## config.mk

```make
export PLATFORM = sky130hd
export DESIGN_NAME = fdc_result_status
export DESIGN_NICKNAME = d
export VERILOG_FILES = /design/src/fdc_status_pkg.sv /design/src/fdc_result_status.sv /design/src/sync3.sv
export SDC_FILE = /design/constraint.sdc
export NUM_CORES = 1
export LEC_CHECK = 0
export BUFFER_PORTS_ARGS = -buffer_cell sky130_fd_sc_hd__clkbuf_2
export CORE_MARGIN = 2
export CORE_UTILIZATION = 49
export DETAILED_ROUTE_END_ITERATION = 8
export HOLD_SLACK_MARGIN = 0.15
export PLACE_DENSITY = 0.77
export RECOVER_POWER = 50
export SYNTH_ARGS = -nofsm -noshare
export SYNTH_HDL_FRONTEND = slang
export SYNTH_SLANG_ARGS = --single-unit
export TNS_END_PERCENT = 10
```

## constraint.sdc

```tcl
create_clock -name clk -period 1.5 [get_ports clk]
set_input_delay 0.15 -clock clk [delete_from_list [all_inputs] [get_ports clk]]
set_output_delay 0.15 -clock clk [all_outputs]
set_load 0.01 [all_outputs]
```

## src/fdc_status_pkg.sv

```systemverilog
package fdc_status_pkg;

    // result status byte 2 (second) bit positions
    localparam int unsigned S2_PAST_FINAL = 7;
    localparam int unsigned S2_CRC_FAULT = 5;
    localparam int unsigned S2_OVERRUN = 4;
    localparam int unsigned S2_MISSING = 2;
    localparam int unsigned S2_WP_VIOL = 1;
    localparam int unsigned S2_ID_ABSENT = 0;
    // third status byte bit positions
    localparam int unsigned S3_DEL_MISMATCH = 6;
    localparam int unsigned S3_DATA_CRC = 5;
    localparam int unsigned S3_CYL_MISMATCH = 4;
    localparam int unsigned S3_BAD_TRACK = 1;
    localparam int unsigned S3_MARK_ABSENT = 0;
    // fourth status byte bit positions
    localparam int unsigned S4_WP = 6;
    localparam int unsigned S4_TRACK_ZERO_INPUT = 4;
    localparam int unsigned S4_HEAD = 2;
    localparam int unsigned S4_DS_HI = 1;
    localparam int unsigned S4_DS_LO = 0;
    // fixed ones of the fourth byte (bits 5 and 3)
    localparam logic [7:0] S4_FIXED_ONES = 8'h28;
    localparam logic [7:0] STATUS_CLEAR = 8'h00;
    localparam logic [7:0] BAD_TRACK_ID = 8'hff;
    localparam logic [7:0] SECTOR_LAST = 8'hff;
    // index pulses that end an unsuccessful ID hunt
    localparam logic [1:0] INDEX_LIMIT = 2'h2;
    // edges after reset until the strap synchronisers have settled
    localparam logic [2:0] STRAP_WAIT_END = 3'h4;

    // result byte selector within the result phase
    localparam logic [1:0] SEL_SECOND = 2'h1;
    localparam logic [1:0] SEL_THIRD = 2'h2;
    localparam logic [1:0] SEL_FOURTH = 2'h3;

    typedef enum logic [1:0] {
        MODE_AT,
        MODE_PS2,
        MODE_M30
    } sys_mode_t;

    typedef enum logic [2:0] {
        CMD_OTHER,
        CMD_READ_DATA,
        CMD_READ_DELETED,
        CMD_WRITE_DATA,
        CMD_WRITE_DELETED,
        CMD_FORMAT,
        CMD_READ_ID,
        CMD_READ_TRACK
    } cmd_kind_t;

    // media events reported by the disk-side sequencer, one-cycle pulses
    typedef struct packed {
        logic sectorBeyondFinal;
        logic idCrcFail;
        logic dataCrcFail;
        logic serviceLate;
        logic sectorNotFound;
        logic idReadFail;
        logic sequenceFail;
        logic idMarkMissing;
        logic dataMarkMissing;
        logic deletedMarkSeen;
        logic normalMarkSeen;
        logic idTrackValid;
        logic [7:0] idTrack;
    } media_evt_t;

    // drive pins seen by the status byte
    typedef struct packed {
        logic writeProtect;
        logic trackZero;
        logic headSelect;
        logic driveSelectHigh;
        logic driveSelectLow;
    } drive_pins_t;

endpackage : fdc_status_pkg

```

## src/fdc_result_status.sv

```systemverilog
`timescale 1ns/1ps
// Behaviour
// RL1: set past-final-sector flag on access beyond the track's last sector.
// RL2: also set it when read/write data ends without terminal count.
// RL3: reserved bits of second, third, fourth status bytes read zero.
// RL4: fourth status byte bits 5 and 3 always read one.
// RL5: set CRC fault flag on ID-field or data-field CRC failure.
// RL6: set overrun flag when host or DMA service comes too late.
// RL7: set sector-missing flag for read, read-ID or read-track search failures.
// RL8: set write-protect violation if protect goes high during write or format.
// RL9: set ID-absent flag after two index pulses, or data mark missing.
// RL10: set deleted-mark mismatch when read type meets the opposite mark.
// RL11: set data-field CRC flag on data-field CRC failure only.
// RL12: set cylinder mismatch when ID track differs from internal track.
// RL13: set bad-track flag when mismatched ID track equals ff.
// RL14: set data-mark-absent flag when no data or deleted mark found.
// RL15: fourth byte bits 6 and 4 show write-protect and track-zero levels.
// RL16: fourth byte bit 2 shows head select, bits 1,0 drive selects.
// RL17: sample two mode straps at hardware reset, pick one of three modes.
// RL18: after hardware reset the FIFO is off, byte-at-a-time transfers.
// RL19: only the configure command setting enables the FIFO.
// RL20: FIFO enabled: byte mode in command/result, burst only in execution.
// RL21: host software counting bytes for media timing keeps FIFO disabled.
// RL22: status bytes are not addressable, only returned in a command sequence.
module fdc_result_status
    import fdc_status_pkg::*;
(
    input wire logic clk,
    input wire logic rst_b,
    input wire logic system_mode_strap_a,
    input wire logic system_mode_strap_b,
    input wire drive_pins_t drivePins,
    input wire logic index_pulse_input,
    input wire logic transfer_count_end,
    input wire logic cmdStart,
    input wire cmd_kind_t cmdKind,
    input wire logic [7:0] currentTrack,
    input wire logic [7:0] sectorNumber,
    input wire logic sectorAccess,
    input wire logic execDone,
    input wire logic idSearchActive,
    input wire logic idMarkFound,
    input wire media_evt_t mediaEvt,
    input wire logic configWrite,
    input wire logic configFifoEnable,
    input wire logic execPhase,
    input wire logic resultRead,
    input wire logic [1:0] resultSel,
    output logic [7:0] resultByte,
    output sys_mode_t sysMode,
    output logic fifoEnabled,
    output logic burstMode
);
    logic [7:0] resultStatusSecond_q;
    logic [7:0] resultStatusThird_q;
    logic [7:0] resultStatusFourth;
    logic wpSync;
    logic trk0Sync;
    logic indexSync;
    logic indexSeen_q;
    logic [1:0] indexCount_q;
    logic tcSeen_q;
    logic rwCmd;
    logic wrCmd;
    logic wpPrev_q;
    logic strapSample_q;
    logic strapA;
    logic strapB;
    cmd_kind_t cmdKind_q;

    // drive and strap pins come from outside the clock domain
    sync3 syncWp (.clk(clk), .rst_b(rst_b), .async_in(drivePins.writeProtect),
        .sync_out(wpSync));
    sync3 syncTrk0 (.clk(clk), .rst_b(rst_b), .async_in(drivePins.trackZero),
        .sync_out(trk0Sync));
    sync3 syncIndex (.clk(clk), .rst_b(rst_b), .async_in(index_pulse_input),
        .sync_out(indexSync));
    sync3 syncStrapA (.clk(clk), .rst_b(rst_b), .async_in(system_mode_strap_a),
        .sync_out(strapA));
    sync3 syncStrapB (.clk(clk), .rst_b(rst_b), .async_in(system_mode_strap_b),
        .sync_out(strapB));

    // remember the command kind for the whole execution
    always_ff @(posedge clk or negedge rst_b) begin
        if (!rst_b) begin
            cmdKind_q <= CMD_OTHER;
        end else if (cmdStart) begin
            cmdKind_q <= cmdKind;
        end
    end

    always_comb begin
        rwCmd = (cmdKind_q == CMD_READ_DATA) || (cmdKind_q == CMD_READ_DELETED)
            || (cmdKind_q == CMD_WRITE_DATA) || (cmdKind_q == CMD_WRITE_DELETED);
        wrCmd = (cmdKind_q == CMD_WRITE_DATA) || (cmdKind_q == CMD_WRITE_DELETED)
            || (cmdKind_q == CMD_FORMAT);
    end

    // terminal count seen during this command; cleared at a new command unless terminal count is high in that cycle
    always_ff @(posedge clk or negedge rst_b) begin
        if (!rst_b) begin
            tcSeen_q <= 1'b0;
        end else if (transfer_count_end) begin
            tcSeen_q <= 1'b1;
        end else if (cmdStart) begin
            tcSeen_q <= 1'b0;
        end
    end

    // index pulses counted while hunting for an ID mark; saturates at two
    always_ff @(posedge clk or negedge rst_b) begin
        if (!rst_b) begin
            indexSeen_q <= 1'b0;
            indexCount_q <= 2'h0;
        end else begin
            indexSeen_q <= indexSync;
            if (cmdStart || idMarkFound || !idSearchActive) begin
                indexCount_q <= 2'h0;
            end else if (indexSync && !indexSeen_q && indexCount_q != INDEX_LIMIT) begin
                indexCount_q <= indexCount_q + 2'h1;
            end
        end
    end

    // previous protect level, to catch a rising edge during a write
    always_ff @(posedge clk or negedge rst_b) begin
        if (!rst_b) begin
            wpPrev_q <= 1'b0;
        end else begin
            wpPrev_q <= wpSync;
        end
    end

    // second status byte: sticky per command, events win over the start clear
    always_ff @(posedge clk or negedge rst_b) begin
        if (!rst_b) begin
            resultStatusSecond_q <= STATUS_CLEAR;
        end else begin
            if (cmdStart) begin
                resultStatusSecond_q <= STATUS_CLEAR;
            end
            if (mediaEvt.sectorBeyondFinal || (sectorAccess && sectorNumber == SECTOR_LAST)
                || (execDone && rwCmd && !tcSeen_q && !transfer_count_end)) begin
                resultStatusSecond_q[S2_PAST_FINAL] <= 1'b1; // RL1 RL2
            end
            if (mediaEvt.idCrcFail || mediaEvt.dataCrcFail) begin
                resultStatusSecond_q[S2_CRC_FAULT] <= 1'b1; // RL5
            end
            if (mediaEvt.serviceLate) begin
                resultStatusSecond_q[S2_OVERRUN] <= 1'b1; // RL6
            end
            if (((cmdKind_q == CMD_READ_DATA || cmdKind_q == CMD_READ_DELETED)
                    && mediaEvt.sectorNotFound)
                || (cmdKind_q == CMD_READ_ID && mediaEvt.idReadFail)
                || (cmdKind_q == CMD_READ_TRACK && mediaEvt.sequenceFail)) begin
                resultStatusSecond_q[S2_MISSING] <= 1'b1; // RL7
            end
            if (wrCmd && execPhase && wpSync && !wpPrev_q) begin
                resultStatusSecond_q[S2_WP_VIOL] <= 1'b1; // RL8
            end
            if (indexCount_q == INDEX_LIMIT || mediaEvt.idMarkMissing
                || mediaEvt.dataMarkMissing) begin
                resultStatusSecond_q[S2_ID_ABSENT] <= 1'b1; // RL9
            end
        end
    end

    // third status byte, same clearing discipline
    always_ff @(posedge clk or negedge rst_b) begin
        if (!rst_b) begin
            resultStatusThird_q <= STATUS_CLEAR;
        end else begin
            if (cmdStart) begin
                resultStatusThird_q <= STATUS_CLEAR;
            end
            if ((cmdKind_q == CMD_READ_DATA && mediaEvt.deletedMarkSeen)
                || (cmdKind_q == CMD_READ_DELETED && mediaEvt.normalMarkSeen)) begin
                resultStatusThird_q[S3_DEL_MISMATCH] <= 1'b1; // RL10
            end
            if (mediaEvt.dataCrcFail) begin
                resultStatusThird_q[S3_DATA_CRC] <= 1'b1; // RL11
            end
            if (mediaEvt.idTrackValid && mediaEvt.idTrack != currentTrack) begin
                resultStatusThird_q[S3_CYL_MISMATCH] <= 1'b1; // RL12
                if (mediaEvt.idTrack == BAD_TRACK_ID) begin
                    resultStatusThird_q[S3_BAD_TRACK] <= 1'b1; // RL13
                end
            end
            if (mediaEvt.dataMarkMissing) begin
                resultStatusThird_q[S3_MARK_ABSENT] <= 1'b1; // RL14
            end
        end
    end

    // fourth byte is live pin state with the fixed ones; reserved bits stay zero
    always_comb begin
        resultStatusFourth = S4_FIXED_ONES; // RL4 RL3
        resultStatusFourth[S4_WP] = wpSync; // RL15
        resultStatusFourth[S4_TRACK_ZERO_INPUT] = trk0Sync; // RL15
        resultStatusFourth[S4_HEAD] = drivePins.headSelect; // RL16
        resultStatusFourth[S4_DS_HI] = drivePins.driveSelectHigh; // RL16
        resultStatusFourth[S4_DS_LO] = drivePins.driveSelectLow; // RL16
    end

    // bytes only leave through the result sequence, there is no address map
    always_ff @(posedge clk or negedge rst_b) begin
        if (!rst_b) begin
            resultByte <= STATUS_CLEAR;
        end else if (resultRead) begin
            unique case (resultSel) // RL22
                SEL_SECOND: resultByte <= resultStatusSecond_q; // RL3
                SEL_THIRD: resultByte <= resultStatusThird_q; // RL3
                SEL_FOURTH: resultByte <= resultStatusFourth;
                default: resultByte <= STATUS_CLEAR;
            endcase
        end
    end

    // straps sampled once, right after the synchronisers settle past reset
    logic [2:0] strapWait_q;
    always_ff @(posedge clk or negedge rst_b) begin
        if (!rst_b) begin
            strapWait_q <= 3'h0;
            strapSample_q <= 1'b0;
            sysMode <= MODE_AT;
        end else begin
            if (strapWait_q != STRAP_WAIT_END) begin
                strapWait_q <= strapWait_q + 3'h1;
            end
            // three stages plus the agree flop take four edges; sampling earlier reads zero
            if (strapWait_q == STRAP_WAIT_END && !strapSample_q) begin
                strapSample_q <= 1'b1;
                unique case ({strapB, strapA}) // RL17
                    2'h0: sysMode <= MODE_M30;
                    2'h1: sysMode <= MODE_PS2;
                    default: sysMode <= MODE_AT;
                endcase
            end
        end
    end

    // fifo off after reset; only the configure setting turns it on
    always_ff @(posedge clk or negedge rst_b) begin
        if (!rst_b) begin
            fifoEnabled <= 1'b0; // RL18
        end else if (configWrite) begin
            fifoEnabled <= configFifoEnable; // RL19
        end
    end

    // burst only in execution; byte mode keeps status polling compatible
    always_ff @(posedge clk or negedge rst_b) begin
        if (!rst_b) begin
            burstMode <= 1'b0;
        end else begin
            burstMode <= (configWrite ? configFifoEnable : fifoEnabled) && execPhase; // RL20
        end
    end

    a_past_final_no_tc: assert property (@(posedge clk) disable iff (!rst_b) // RL2
        execDone && rwCmd && !tcSeen_q && !transfer_count_end
        |=> resultStatusSecond_q[S2_PAST_FINAL])
        else $error("past-final flag missing without terminal count");
    a_crc_fault_set: assert property (@(posedge clk) disable iff (!rst_b) // RL5
        mediaEvt.dataCrcFail |=> resultStatusSecond_q[S2_CRC_FAULT]
        && resultStatusThird_q[S3_DATA_CRC])
        else $error("crc flags not set together");
    a_overrun_set: assert property (@(posedge clk) disable iff (!rst_b) // RL6
        mediaEvt.serviceLate |=> resultStatusSecond_q[S2_OVERRUN])
        else $error("overrun flag not set");
    a_reserved_zero: assert property (@(posedge clk) disable iff (!rst_b) // RL3
        resultRead && resultSel == SEL_SECOND |=> resultByte[6] == 1'b0
        && resultByte[3] == 1'b0)
        else $error("reserved second-byte bit not zero");
    a_fourth_ones: assert property (@(posedge clk) disable iff (!rst_b) // RL4
        resultRead && resultSel == SEL_FOURTH |=> resultByte[5] && resultByte[3]
        && !resultByte[7])
        else $error("fourth byte fixed bits wrong");
    a_bad_track_pair: assert property (@(posedge clk) disable iff (!rst_b) // RL13
        resultStatusThird_q[S3_BAD_TRACK] |-> resultStatusThird_q[S3_CYL_MISMATCH])
        else $error("bad track without cylinder mismatch");
    a_bad_track_set: assert property (@(posedge clk) disable iff (!rst_b) // RL13
        mediaEvt.idTrackValid && mediaEvt.idTrack == BAD_TRACK_ID
        && mediaEvt.idTrack != currentTrack |=> resultStatusThird_q[S3_BAD_TRACK])
        else $error("bad track id not flagged");
    a_cyl_mismatch_set: assert property (@(posedge clk) disable iff (!rst_b) // RL12
        mediaEvt.idTrackValid && mediaEvt.idTrack != currentTrack
        |=> resultStatusThird_q[S3_CYL_MISMATCH])
        else $error("cylinder mismatch not flagged");
    a_mark_mismatch: assert property (@(posedge clk) disable iff (!rst_b) // RL10
        cmdKind_q == CMD_READ_DATA && mediaEvt.deletedMarkSeen
        |=> resultStatusThird_q[S3_DEL_MISMATCH])
        else $error("deleted-mark mismatch not flagged");
    a_burst_exec_only: assert property (@(posedge clk) disable iff (!rst_b) // RL20
        !$past(execPhase) |-> !burstMode)
        else $error("burst mode outside execution");
    a_fifo_needs_config: assert property (@(posedge clk) disable iff (!rst_b) // RL19
        $rose(fifoEnabled) |-> $past(configWrite && configFifoEnable))
        else $error("fifo enabled without configure");
    a_index_twice: assert property (@(posedge clk) disable iff (!rst_b) // RL9
        indexCount_q == INDEX_LIMIT |=> resultStatusSecond_q[S2_ID_ABSENT])
        else $error("id-absent not set after two index pulses");

    c_burst: cover property (@(posedge clk) disable iff (!rst_b) burstMode);
    c_wp_viol: cover property (@(posedge clk) disable iff (!rst_b)
        resultStatusSecond_q[S2_WP_VIOL]);
    c_bad_track: cover property (@(posedge clk) disable iff (!rst_b)
        resultStatusThird_q[S3_BAD_TRACK]);
    c_id_absent: cover property (@(posedge clk) disable iff (!rst_b)
        indexCount_q == INDEX_LIMIT);
endmodule : fdc_result_status

```

## src/sync3.sv

```systemverilog
`timescale 1ns/1ps
// three-stage synchroniser; output changes once stages two and three agree
module sync3 (
    input wire logic clk,
    input wire logic rst_b,
    input wire logic async_in,
    output logic sync_out
);
    logic [2:0] stage_q;

    // stage 0 only feeds stage 1, never any logic
    always_ff @(posedge clk or negedge rst_b) begin
        if (!rst_b) begin
            stage_q <= 3'h0;
        end else begin
            stage_q <= {stage_q[1:0], async_in};
        end
    end

    always_ff @(posedge clk or negedge rst_b) begin
        if (!rst_b) begin
            sync_out <= 1'b0;
        end else if (stage_q[1] == stage_q[2]) begin
            sync_out <= stage_q[2];
        end
    end
endmodule : sync3

```

# [Word level (Yosys, flattened, before mapping)]
# Cells that the tools add are included.
[totals] wordCells=129 regBits=55 out_inout_bits=12 input_bits=61
[classes] muxes=21 reduce_logical=51 eq_ne=23 add_sub_neg=2
[ops] op="8-bit case mux with 3 select lines" count=1
[ops] op="2-bit nonzero test" count=12
[ops] op="1-bit logical AND" count=17
[ops] op="8-bit == test (second input constant)" count=2
[ops] op="3-bit == test (second input constant)" count=5
[ops] op="1-bit logical OR" count=15
[ops] op="1-bit two-way mux" count=15
[ops] op="8-bit two-way mux" count=1
[ops] op="8-bit inequality test" count=1
[ops] op="7-bit two-way mux" count=1
[ops] op="2-bit == test (second input constant)" count=3
[ops] op="3-bit by 2-bit == test with 1-bit output (second input constant)" count=2
[ops] op="1-bit logical NOT" count=6
[ops] op="1-bit == test" count=5
[ops] op="2-bit by 1-bit == test with 1-bit output (second input constant)" count=2
[ops] op="2-bit two-way mux" count=2
[ops] op="2-bit case mux with 2 select lines" count=1
[ops] op="3-bit by 1-bit adder with 3-bit output (second input constant)" count=1
[ops] op="3-bit by 1-bit == test with 1-bit output (second input constant)" count=1
[ops] op="3-bit inequality test (second input constant)" count=1
[ops] op="2-bit by 1-bit adder with 2-bit output (second input constant)" count=1
[ops] op="2-bit logical NOT" count=1
[ops] op="2-bit inequality test (second input constant)" count=1

# [Longest topological paths before layout]
# Gate-level depths: netlist of the first run.
[depth] word_depth=9 ltp_mapped=5 ltp_nobuf=5

# [By module]
# From an unflattened synthesis of the first run, not the netlist that was laid out.
[hier_totals] cells_unflattened=184 hier_area_um2=2215.9
[modules_own_cells] module="fdc_result_status" cells_each=159 n_inst=1 area_each_um2=1659.1 seq_area_each_um2=875.8
[modules_own_cells] module="sync3" cells_each=5 n_inst=5 area_each_um2=111.4 seq_area_each_um2=100.1

# [Worst setup path after synthesis of the first run]
# OpenSTA, ideal clock, no wires.
[synth_path] kind="reg2reg" startpoint="reg indexCount_q[0]" endpoint="reg indexCount_q[1]" arrival_ps=1064 path_stages_with_launch=6 n_path_buf=0 required_ps=1381 synth_period_minus_slack_ps=1183 setup_ps=119 slack_ps=317 path_cell_list="dfrtp_1 > inv_1 > ha_1 > nor3b_2 > mux2i_1 > nor2_1"
[synth_between] elab_chain_cells=3 elab_cells_between_ends=6 cone_classes="add/sub: 1; eq/ne: 1; mux: 2; reduce/logical: 2"
[synth_lines] element="from (decl)" line="fdc_result_status.sv:61" source="logic [1:0] indexCount_q;"
[synth_lines] element="from (signal assigned)" line="fdc_result_status.sv:120" source="indexCount_q <= indexCount_q + 2'h1;"
[synth_lines] element="2-bit by 1-bit adder with 2-bit output / 2-bit inequality test (equally long branches)" line="fdc_result_status.sv:120, fdc_result_status.sv:119"
[synth_lines] element="2-bit two-way mux / 1-bit logical AND (equally long branches)" line="fdc_result_status.sv:119" source="end else if (indexSync && !indexSeen_q && indexCount_q != INDEX_LIMIT) begin"
[synth_lines] element="2-bit two-way mux / 2-bit nonzero test (equally long branches)"
# Several ways; a longest one is shown, not always the timed one. The select of a mux whose other input is x is not followed.
# A chain may end at the register's enable or synchronous reset.

# [Final worst setup path of the first run]
[layout_path] startpoint="in configFifoEnable" endpoint="reg fifoEnabled"
[layout_between] elab_chain_cells=1
[layout_lines] element="from (decl)" line="fdc_result_status.sv:45" source="input wire logic configFifoEnable,"
[layout_lines] element="1-bit two-way mux"
[layout_lines] element="to (signal assigned)" line="fdc_result_status.sv:247" source="fifoEnabled <= configFifoEnable;"
[layout_lines] element="to (decl)" line="fdc_result_status.sv:51" source="output logic fifoEnabled,"
# Every way passes these cells.

==> metrics.md, run 1 <==
| Metric | Value |
|---|---|
| Crit end category | flip-flop |
| DR pass1 iterations | 4 |
| Tmin final | 1.42 ns |
| Clk_lat worst skew | 0.30 ns |
| Core area | 4350 um2 |
| Initial Utilization | 50.7% |
| ANT nets after route | 0 |
| Final setup TNS | 0 ns |
| Syn_area_per_cell | 12.0 um2 |
| #FFs+latches synth | 55 |
| I/O pin count | 73 |
| Proportion of layout cells with a drive suffix above 1 | 31.0% |
| NumNets Final | 350 |
| Post-Syn Instances | 184 |
| Clk_skew | 0.00478 ns |
| First-pass GRT wire length | 7.00 mm |
| Critical Setup Path Class | in -> reg |
| Worst Hold Depth | 3 |
| Pwr Density | 978 nW/um2 |
| Remaining global-route overflow | 0 |
| Slew Viols, Final | 0 |
| Reg2Reg Depth | 2 |
| Setup slack, reg-to-reg | 0.19 ns |
| Longest Clk Path Bufs | 2 |
| GRT met2 Usage | 28.6% |
| DRC Markers | 0 |
| Hold Crit Class | in -> reg |
| Antenna Cells | 0 |
| Number of port buffers | 72 |
| Filler cells | 323 |
| Post-DP HPWL | 2.85 mm |
| Pin count of the biggest net entering global routing | 56 |
| Syn. warnings | 0 |
| Grt met1 use | 23.1% |
| Wire per inst | 12.7 um |
| Initial antenna violation count | 0 |
| Core Rows | 24 |
| Die Wd | 71.2 um |
| Via density | 5.02 |
| Max Cap Viol | 0 |
| Max Fanout on Critical Path | 2 |
| Die ar. | 5060 um2 |
| CP arrival | 1.61 ns |
| Multi-input gate area | 741 um2 |
| Met3 GRT Util | 4.27% |
| Reg clk slew, reported paths | 0.09 ns |
| TritonCTS Sinks | 55 |
| P&R area growth vs syn | 35.0% |
| Slew headroom | 53.6% |
| H-tree depth | 2 |
| Final period util | 94.6% |
| Req. time, crit path | 1.69 ns |
| Worst VDD drop | 0.473 mV |
| Cts bufs inserted | 5 |
| Pleak | 1.42 nW |
| Seq/Total Area, Yosys | 62.3% |
| Commonest non-fill, non-tap cell in the layout | clkbuf_2 |
| Synth Net Count | 248 |
| Status | finished, final reports clean |
| Startpoint Class | input port |
| RSZ-0062 raised after global routing | no |
| Distinct cells, synth | 33 |
| Layer carrying the most global-route usage | met2 |
| Routed WL | 4.31 mm |
| GRT Overall Usage | 17.9% |
| FMAX | 0.705 GHz |
| Placer Congestion | 0.728 |
| Register area | 1380 um2 |
| Syn Std Cell Area | 2210 um2 |
| Commonest cells after routing, fill and taps aside | clkbuf_2, dfrtp_1, dlygate4sd3_1, nor2_1, nand2_1 |
| Post-CTS Repair Setup Buffers | 0 |
| Final Hold Violating Endpoints | 0 |
| CTS root buf | clkbuf_8 |
| Vias | 1703 |
| DRT iter0 DRCs | 77 |
| CTS tree | yes |
| Dpl ws | 0.228 ns |
| Final setup vio count | 0 |
| Least-Margin Pin Slew | 0.696 ns |
| Die height | 71.2 um |
| Final WS setup | 0.0809 ns |
| Vias in the first global route | 1628 |
[report_power, final]
part	leakage [nW]	switching [mW]	internal [mW]	total, mW
sequential	0.650	0.0676	1.59	1.65
combinational	0.719	0.183	0.225	0.408
clock	0.0515	0.434	0.422	0.855
[path summary, 6_finish.rpt]
check                                              endpoint                             from
hold reg to reg             syncStrapA.stage_q[1]$_DFF_PN0_  syncStrapA.stage_q[0]$_DFF_PN0_
min in group asynchronous     syncTrk0.stage_q[0]$_DFF_PN0_                            rst_b
setup / recovery                      fifoEnabled$_DFF_PN0_                 configFifoEnable
max in group asynchronous         resultByte[4]$_DFFE_PN0P_                            rst_b
setup reg to reg                      fifoEnabled$_DFF_PN0_            fifoEnabled$_DFF_PN0_
hold / removal             resultStatusThird_q[1]$_DFF_PN0_                      mediaEvt[4]
[cell families (layout without fill, tap and decap cells)]
kind of cell / Yosys count / after routing / share of synthesized area [%]
adder cells (fa/ha/maj): 8 / 8 / 3.96
buffers and inverters: 20 / 123 / 4.53
AND/OR/NAND/NOR: 45 / 45 / 9.68
flip-flops: 55 / 55 / 62.3
XOR/XNOR: 11 / 11 / 4.36
AO/OA/AOI/OAI: 36 / 36 / 10.8
multiplexers: 9 / 9 / 4.36
[through the flow]
step	std cells	hold WS (ns)	util (%)	cell area, um2	total power [mW]
floorplan	184	-0.146	-	2210	1.86
global placement	303	0.167	59.9	2610	2.03
detailed placement	303	0.181	59.9	2610	2.04
CTS	341	0.166	69.1	3010	2.95
global route	339	0.158	68.5	2980	3.07
finish	339	0.171	68.5	2980	2.92
[routing by layer]
layer  share of wire, %  vias up
met4                2.1        0
met3                4.3        8
li1                   -      833
met2                 51       60
met5                  0        -
met1                 42      802
[cells in the mapped netlist]
cell type | n | area, um2
maj3_1 | 5 | 50.1
o21ai_1 | 1 | 5.00
buf_6 | 2 | 22.5
mux2i_1 | 4 | 40.0
o21ai_0 | 10 | 50.1
buf_2 | 2 | 10.0
mux2_2 | 5 | 56.3
inv_1 | 13 | 48.8
nand3_1 | 5 | 25.0
ha_1 | 3 | 37.5
o2bb2ai_1 | 2 | 17.5
nor2_1 | 16 | 60.1
buf_4 | 2 | 15.0
a22oi_1 | 3 | 22.5
nor2b_4 | 1 | 13.8
a21o_1 | 4 | 30.0
nand4_1 | 6 | 37.5
o22ai_1 | 2 | 12.5
nand2_1 | 14 | 52.6
dfrtp_1 | 55 | 1380
a22o_1 | 1 | 8.76
and2_1 | 1 | 6.26
o311a_1 | 1 | 10.0
xnor2_1 | 11 | 96.3
o41ai_1 | 2 | 17.5
a21oi_1 | 6 | 30.0
nand2b_1 | 1 | 6.26
a211o_1 | 1 | 8.76
o32ai_1 | 1 | 8.76
inv_2 | 1 | 3.75
a2111o_1 | 1 | 11.3
nor3b_2 | 1 | 12.5
a31oi_1 | 1 | 6.26
[sequential cells by signal, indices dropped and copies added (netlist names), 2 cells and up]
register,cells
resultByte,8
resultStatusSecond_q,6
resultStatusThird_q,5
cmdKind_q,3
strapWait_q,3
syncIndex.stage_q,3
syncStrapA.stage_q,3
syncStrapB.stage_q,3
syncTrk0.stage_q,3
syncWp.stage_q,3
indexCount_q,2
sysMode,2
[final cells by class]
class / count / area share (%)
well taps: 52 / 2.18
inverters: 14 / 1.76
flip-flops and latches: 55 / 46.1
repair buffers: 101 / 21.7
multi-input cells: 109 / 24.8
clock buffers: 8 / 3.36
[critical path, cell delays in order]
cell           delay (ns)
dlygate4sd3_1        0.54
clkbuf_2             0.11
mux2_2               0.26
dlygate4sd3_1        0.55
[timing repair]
item | 4_1_cts | 5_1_grt
setup endpoints to repair | 0 | 1
resized for setup | 0 | 1
hold endpoints to repair | 77 | 0
hold buffers | 30 | 0
Power figures use the tool's default switching activity.
==> inputs of run 2 (changes only) <==
--- a/config.mk
+++ b/config.mk
@@ -5,12 +5,14 @@
 export SDC_FILE = /design/constraint.sdc
 export NUM_CORES = 1
 export LEC_CHECK = 0
+export ABC_AREA = 1
 export BUFFER_PORTS_ARGS = -buffer_cell sky130_fd_sc_hd__clkbuf_2
 export CORE_MARGIN = 2
-export CORE_UTILIZATION = 49
+export CORE_UTILIZATION = 52
+export CTS_BUF_LIST = sky130_fd_sc_hd__clkbuf_2
 export DETAILED_ROUTE_END_ITERATION = 8
 export HOLD_SLACK_MARGIN = 0.15
-export PLACE_DENSITY = 0.77
+export PLACE_DENSITY = 0.81
 export RECOVER_POWER = 50
 export SYNTH_ARGS = -nofsm -noshare
 export SYNTH_HDL_FRONTEND = slang
==> run 2 against run 1 <==
- clock power down 12%
- critical path depth rose by 2
- setup slack lost 0.066 ns
- power decreased by 1.5%
- global-route usage rose by 6.1 points
- core utilization increased by 11 points
- highest routed layer unchanged
- sequential share of layout area shrank 3.6 points
- cell area up 8.5%
- via count up 22%
- fmax shrank 4.5%
- first-iteration DRC count grew 48%
- clock skew up 0.0038 ns
==> metrics.md, run 2 <==
| Metric | Value |
|---|---|
| Remaining global-route overflow | 0 (unchanged) |
| NumNets Final | 421 (+20%) |
| Synth top area cells | dfrtp_1, nand2_1, inv_1 |
| FMAX | 0.673 GHz (-4.5%) |
| Multi-input gate area | 746 um2 (+0.68%) |
| P&R area growth vs syn | 45.4% |
| Post-DP HPWL | 3.06 mm (+7.4%) |
| Reg clk slew, reported paths | 0.27 ns (+0.18 ns) |
| Hold Crit Class | in -> reg |
| #FFs+latches synth | 55 (unchanged) |
| Antenna Cells | 0 (unchanged) |
| DR pass1 iterations | 5 (+1) |
| Top cell type by total area after synthesis | dfrtp_1 |
| Most common cell in the netlist | nand2_1 |
| Syn_area_per_cell | 9.81 um2 (-18%) |
| Initial antenna violation count | 0 (unchanged) |
| Pleak | 1.65 nW (+16%) |
| Routed WL | 5.38 mm (+25%) |
| Die Wd | 69.4 um (-2.4%) |
| Initial Utilization | 54.9% (+4.1 points) |
| Post-synth EDFFs | 0 (unchanged) |
| Clk_lat worst skew | 0.45 ns (+0.15 ns) |
| Max Cap Viol | 0 (unchanged) |
| Slew Viols, Final | 0 (unchanged) |
| Max Fanout on Critical Path | 5 (+3) |
| Top cell type's share of synthesized area | 61.8% (-0.46 points) |
| Core area | 4060 um2 (-6.8%) |
| Filler cells | 245 (-24%) |
| Vias | 2078 (+22%) |
| Die height | 69.4 um (-2.4%) |
| Final period util | 99.0% (+4.4 points) |
| Req. time, crit path | 1.91 ns (+0.22 ns) |
| Final Util | 79.7% (+11 points) |
| Non-filler instance count after layout | 408 (+20%) |
| CP arrival | 1.89 ns (+0.28 ns) |
| Via density | 5.09 (+1.4%) |
| Proportion of layout cells with a drive suffix above 1 | 24.9% (-6.2 points) |
| Hold Path End | syncTrk0.stage_q[0]$_DFF_PN0_ |
| Share of flip-flops with an asynchronous set or reset | 100% (unchanged) |
| Startpoint Class | flip-flop |
| Clk_skew | 0.00854 ns (+0.00376 ns) |
| ANT nets after route | 0 (unchanged) |
| RR Startpoint | cmdKind_q[0]$_DFFE_PN0P_ |
| I/O pin count | 73 (unchanged) |
| Final Total Pwr | 2.87 mW (-1.5%) |
| Placer Congestion | 0.777 (+6.8%) |
| Vias in the first global route | 2042 (+25%) |
| Pin count of the biggest net entering global routing | 56 (unchanged) |
| Switch Pwr | 756 uW (+11%) |
| Longest Clk Path Bufs | 2 (unchanged) |
| Switching Fraction | 26.3% (+2.9 points) |
| Syn. warnings | 0 (unchanged) |
| Wire per inst | 13.2 um (+3.9%) |
| Main flop type after synthesis | dfrtp_1 |
| H-tree depth | 2 (unchanged) |
| Synth Net Count | 291 (+17%) |
| Reg2Reg Depth | 6 (+4) |
| Crit Reg-Reg Endpoint | resultStatusSecond_q[7]$_DFFE_PN0P_ |
| GRT Overall Usage | 24.0% (+6.1 points) |
| First-pass GRT wire length | 9.03 mm (+29%) |
| TritonCTS Sinks | 55 (unchanged) |
| Syn Std Cell Area | 2230 um2 (+0.74%) |
| Pwr Density | 888 nW/um2 (-9.2%) |
| Status | finished, final reports clean |
| Die ar. | 4820 um2 (-4.8%) |
| Final setup vio count | 0 (unchanged) |
| Worst Hold Depth | 2 (-1) |
| Least-Margin Pin Slew | 0.722 ns (+0.0261 ns) |
| CTS root buf | clkbuf_2 |
| Post-Syn Instances | 227 (+23%) |
| Register area | 1380 um2 (about the same) |
| Cts bufs inserted | 5 (unchanged) |
| Slew headroom | 51.9% (-1.7 points) |
| Worst VDD drop | 0.540 mV (+14%) |
| Combinational Power Share | 16.3% (+2.3 points) |
| Critical Setup Path Class | reg -> reg |
| Core Rows | 23 (-4.2%) |
| Pint | 2.12 mW (-5.2%) |
| Largest Register | resultByte |
| Top cells by count, synth | nand2_1, dfrtp_1, inv_1 |
| Seq pwr share | 57.5% (+0.8 points) |
| CTS tree | yes |
| Top Registers | resultByte x8, resultStatusSecond_q x6, resultStatusThird_q x5 |
| Final Hold Violating Endpoints | 0 (unchanged) |
| DRT iter0 DRCs | 114 (+48%) |
| Max FFs per register | 8 (unchanged) |
| Crit end category | flip-flop |
| Seq/Total Area, Yosys | 61.8% (-0.46 points) |
| Number of port buffers | 72 (unchanged) |
| Distinct cells, synth | 28 (-15%) |
| HP Start | drivePins[3] |
| Tmin final | 1.49 ns (+0.0661 ns) |
| DRC Markers | 0 (unchanged) |
| RSZ-0062 raised after global routing | yes |
| Commonest non-fill, non-tap cell in the layout | clkbuf_2 |
| Commonest cells after routing, fill and taps aside | clkbuf_2, nand2_1, dfrtp_1, dlygate4sd3_1, inv_1 |
| DP Cell Count | 349 (+15%) |
| Setup slack, reg-to-reg | 0.01 ns (-0.18 ns) |
| Clock power frac | 26.2% (-3.1 points) |
-- run 2: layer usage --
layer,global-route usage (%),routed length [um]
met4,9.80,160
met2,42.9,2850
met5,0,0
met1,27.9,2090
met3,5.09,280
-- run 2: cell families after synthesis --
logic type	Yosys count	synth area share, %
and+or+nand+nor	100	18.4
AOI/OAI and AO/OA	30	8.54
xor gates and xnor gates	6	2.36
DFF	55	61.8
adders and majority gates	8	3.94
buffers and inverters	28	4.89
-- run 2: per-stage QoR --
step,hold slack (ns),instance area [um2],setup WS (ns),setup TNS (ns)
5_1_grt,0.285,3240,-0.0477,-0.0851
4_1_cts,0.191,3230,0.0151,0
3_5_place_dp,0.170,2660,0.256,0
3_3_place_gp,0.169,2660,0.318,0
6_report,0.320,3240,0.0148,0
2_1_floorplan,-0.146,2230,0.365,0
-- run 2: power groups by stage --
stage | clock network [mW] | logic, mW | registers [mW]
after floorplan | 0 | 0.147 | 1.68
after global placement | 0 | 0.336 | 1.67
after detailed placement | 0 | 0.344 | 1.67
after CTS | 0.755 | 0.458 | 1.65
after global routing | 0.832 | 0.520 | 1.67
final | 0.752 | 0.469 | 1.65
-- run 2: what timing repair did --
| item | CTS | global route |
|---|---|---|
| endpoints found under the setup margin | 0 | 6 |
| buffers inserted | 0 | 0 |
| hold endpoints to repair | 87 | 1 |
| gates resized for setup | 0 | 5 |
| hold buffers | 50 | 2 |
-- run 2: area by class of cell --
type | instances | share of cell area [%]
well taps | 50 | 1.93
clock inverters | 3 | 1.35
repair buffers | 124 | 27.1
flip-flops and latches | 55 | 42.6
multi-input cells | 144 | 23.0
inverters | 27 | 3.21
clock buffers | 5 | 0.773
-- run 2: critical path, cell delays in order, from the launching register on --
cell and delay, ns:
dfrtp_1 0.49, nor2_2 0.11, inv_1 0.07, nand2_1 0.06, nand4_1 0.09, nand3_1 0.09
dlygate4sd3_1 0.54
-- run 2: worst max-delay path by stage --
stage / slack, ns / cells past startpoint / endpoint / start
after floorplan: 0.36 / 5 / indexCount_q[1]$_DFFE_PN0P_ / indexCount_q[0]$_DFFE_PN0P_
after global placement: 0.32 / 5 / indexCount_q[1]$_DFFE_PN0P_ / indexCount_q[0]$_DFFE_PN0P_
after detailed placement: 0.26 / 5 / indexCount_q[1]$_DFFE_PN0P_ / indexCount_q[0]$_DFFE_PN0P_
after CTS: 0.02 / 5 / resultStatusSecond_q[7]$_DFFE_PN0P_ / cmdKind_q[2]$_DFFE_PN0P_
after global routing: -0.05 / 6 / resultStatusSecond_q[7]$_DFFE_PN0P_ / cmdKind_q[0]$_DFFE_PN0P_
final: 0.01 / 6 / resultStatusSecond_q[7]$_DFFE_PN0P_ / cmdKind_q[0]$_DFFE_PN0P_
==> inputs of run 3 (changes only) <==
--- a/config.mk
+++ b/config.mk
@@ -13,7 +13,6 @@
 export DETAILED_ROUTE_END_ITERATION = 8
 export HOLD_SLACK_MARGIN = 0.15
 export PLACE_DENSITY = 0.81
-export RECOVER_POWER = 50
 export SYNTH_ARGS = -nofsm -noshare
 export SYNTH_HDL_FRONTEND = slang
 export SYNTH_SLANG_ARGS = --single-unit
==> run 3 against run 2 <==
- sequential cell count stayed put
- setup slack lost 0.0037 ns
- clock skew down 0.0059 ns
- register-to-register slack hardly changed
- highest routed layer unchanged
- wire length did not move
- via count down 1.3%
- non-clock buffer count is the same
- sequential share of layout area shrank 0.18 points
- combinational power rose by 1%
- global-route usage unchanged
- die area stayed put
- hold slack got worse by 0.13 ns
==> metrics.md, run 3 (synthesis gave the netlist of run 2 again) <==
| Metric | Value |
|---|---|
| Remaining global-route overflow | 0 (unchanged) |
| CTS tree | yes |
| Die Wd | 69.4 um (unchanged) |
| RR Startpoint | cmdKind_q[1]$_DFFE_PN0P_ |
| Met3 GRT Util | 5.09% (unchanged) |
| Number of port buffers | 72 (unchanged) |
| Hold Crit Class | in -> async |
| Grt met1 use | 27.9% (unchanged) |
| Largest stage delay, worst path | 0.59 ns (+0.05 ns) |
| DRT iter0 DRCs | 110 (-3.5%) |
| Final Hold Violating Endpoints | 0 (unchanged) |
| CP cell instances | inv_1 -> nor2_1 -> nand3_1 -> nand3_1 -> dlygate4sd3_1 |
| Slew Viols, Final | 0 (unchanged) |
| CP arrival | 1.85 ns (-0.04 ns) |
| NumNets Final | 421 (unchanged) |
| Max Fanout on Critical Path | 4 (-1) |
| Dpl ws | 0.256 ns (unchanged) |
| Core Rows | 23 (unchanged) |
| Post-DP HPWL | 3.06 mm (unchanged) |
| Clock power frac | 26.0% (-0.2 points) |
| Tmin final | 1.49 ns (+0.00372 ns) |
| Crit path buf inv count | 2 (unchanged) |
| FMAX | 0.672 GHz (-0.25%) |
| Initial antenna violation count | 0 (unchanged) |
| CTS root buf | clkbuf_2 |
| Placer Congestion | 0.777 (unchanged) |
| Switching Fraction | 26.2% (-0.10 points) |
| Status | finished, final reports clean |
| Max Cap Viol | 0 (unchanged) |
| Critical Setup Path Class | reg -> reg |
| TritonCTS Sinks | 55 (unchanged) |
| Register area | 1380 um2 (unchanged) |
| RSZ-0062 raised after global routing | yes |
| Final setup vio count | 0 (unchanged) |
| Pint | 2.12 mW (+0.20%) |
| Multi-input gate area | 746 um2 (unchanged) |
| Antenna Cells | 0 (unchanged) |
| Pleak | 1.66 nW (+0.47%) |
| Final WS setup | 0.0110 ns (-0.00372 ns) |
| I/O pin count | 73 (unchanged) |
| Vias in the first global route | 2042 (unchanged) |
| Startpoint Class | flip-flop |
| Die ar. | 4820 um2 (unchanged) |
| Max FFs per register | 8 (unchanged) |
| Final setup TNS | 0 ns (unchanged) |
| Critical path launch point | cmdKind_q[1]$_DFFE_PN0P_ |
| Crit end category | flip-flop |
| Core area | 4060 um2 (unchanged) |
| Via density | 5.03 (-1.3%) |
| CP max stage cell | dlygate4sd3_1 |
| Post-CTS Repair Setup Buffers | 0 (unchanged) |
| GRT met2 Usage | 42.9% (unchanged) |
| Cell repeated most along the worst path | nand3_1 |
| Die height | 69.4 um (unchanged) |
| Combinational Power Share | 16.5% (+0.2 points) |
| Longest Clk Path Bufs | 2 (unchanged) |
| DRC Markers | 0 (unchanged) |
| Wire per inst | 13.2 um (unchanged) |
| Initial Utilization | 54.9% (unchanged) |
| Routed WL | 5.38 mm (unchanged) |
| Switch Pwr | 754 uW (-0.32%) |
| Pin count of the biggest net entering global routing | 56 (unchanged) |
| P&R area growth vs syn | 46.0% |
| H-tree depth | 2 (unchanged) |
| Reg clk slew, reported paths | 0.26 ns (about the same) |
| Cts bufs inserted | 5 (unchanged) |
| Filler cells | 242 (-1.2%) |
| DR pass1 iterations | 4 (-1) |
| Top Registers | resultByte x8, resultStatusSecond_q x6, resultStatusThird_q x5 |
| Clk_skew | 0.00264 ns (-0.00589 ns) |
| Clk_lat worst skew | 0.44 ns (about the same) |
| Vias | 2052 (-1.3%) |
| Commonest cells after routing, fill and taps aside | clkbuf_2, nand2_1, dfrtp_1, dlygate4sd3_1, inv_1 |
| Req. time, crit path | 1.86 ns (-0.05 ns) |
| Fin Hold WS | 0.186 ns (-0.135 ns) |
| Top delay family on crit path | buffers and inverters |
| Final period util | 99.3% (+0.25 points) |
| Commonest non-fill, non-tap cell in the layout | clkbuf_2 |
| Worst VDD drop | 0.539 mV (-0.26%) |
| Largest Register | resultByte |
| ANT nets after route | 0 (unchanged) |
| Layer carrying the most global-route usage | met2 |
| Slew headroom | 81.2% (+29 points) |
| First-pass GRT wire length | 9.03 mm (unchanged) |
| Seq pwr share | 57.5% (about the same) |
| Pwr Density | 885 nW/um2 (-0.36%) |
| GRT Overall Usage | 24.0% (unchanged) |
| Least-Margin Pin Slew | 0.278 ns (-0.444 ns) |
| Proportion of layout cells with a drive suffix above 1 | 25.1% (+0.28 points) |
-- run 3: cell count changes in the layout (fill, tap and decap cells not counted), sizes merged --
cell / change
clkbuf: -1
buf: +1
-- run 3: tightest hold or removal path, cell delays in order --
cell and delay [ns]:
dlygate4sd3_1 0.52, clkbuf_2 0.12, buf_12 0.27
-- run 3: layout make-up --
type                       count  area share (%)
sequential                    55            42.4
clock buffer                   5           0.770
clock inverter                 3            1.35
multi-input combinational    144            22.9
tap                           50            1.93
inverter                      27            3.20
timing repair buffer         124            27.4
-- run 3: final timing paths --
check | endpoint | depth (start not counted) | slack (ns)
worst max-delay path | resultStatusThird_q[6]$_DFFE_PN0P_ | 5 | 0.01
worst min-delay path | cmdKind_q[2]$_DFFE_PN0P_ | 3 | 0.19
worst max register to register | resultStatusThird_q[6]$_DFFE_PN0P_ | 5 | 0.01
worst min register to register | syncStrapB.stage_q[1]$_DFF_PN0_ | 0 | 0.39
max in group asynchronous | cmdKind_q[2]$_DFFE_PN0P_ | 3 | 1.09
min in group clk | syncTrk0.stage_q[0]$_DFF_PN0_ | 2 | 0.33
-- run 3: per-layer routing --
layer / part of all wire [%] / wire (um) / vias up
met5: 0 / 0 / -
met4: 2.7 / 143 / 0
met3: 5.0 / 271 / 13
met2: 53 / 2850 / 69
met1: 39 / 2120 / 968
li1: - / - / 1002
-- run 3: timing repair --
action | CTS | global route
setup endpoints to repair | 0 | 6
hold buffers | 50 | 2
gates resized for setup | 0 | 5
hold endpoints to repair | 87 | 1
-- run 3: power groups by stage --
| stage | combinational [mW] | clock, mW | sequential, mW |
|---|---|---|---|
| after floorplan | 0.147 | 0 | 1.68 |
| after global placement | 0.336 | 0 | 1.67 |
| after detailed placement | 0.344 | 0 | 1.67 |
| after CTS | 0.458 | 0.755 | 1.65 |
| after global routing | 0.525 | 0.832 | 1.67 |
| final | 0.475 | 0.747 | 1.65 |
-- run 3: metrics by stage --
step	total power, mW	util [%]	instances	area [um2]
floorplan	1.82	-	227	2230
global placement	2.00	65.6	349	2660
detailed placement	2.02	65.6	349	2660
CTS	2.86	79.6	407	3230
global route	3.02	80.1	408	3250
finish	2.87	80.1	408	3250
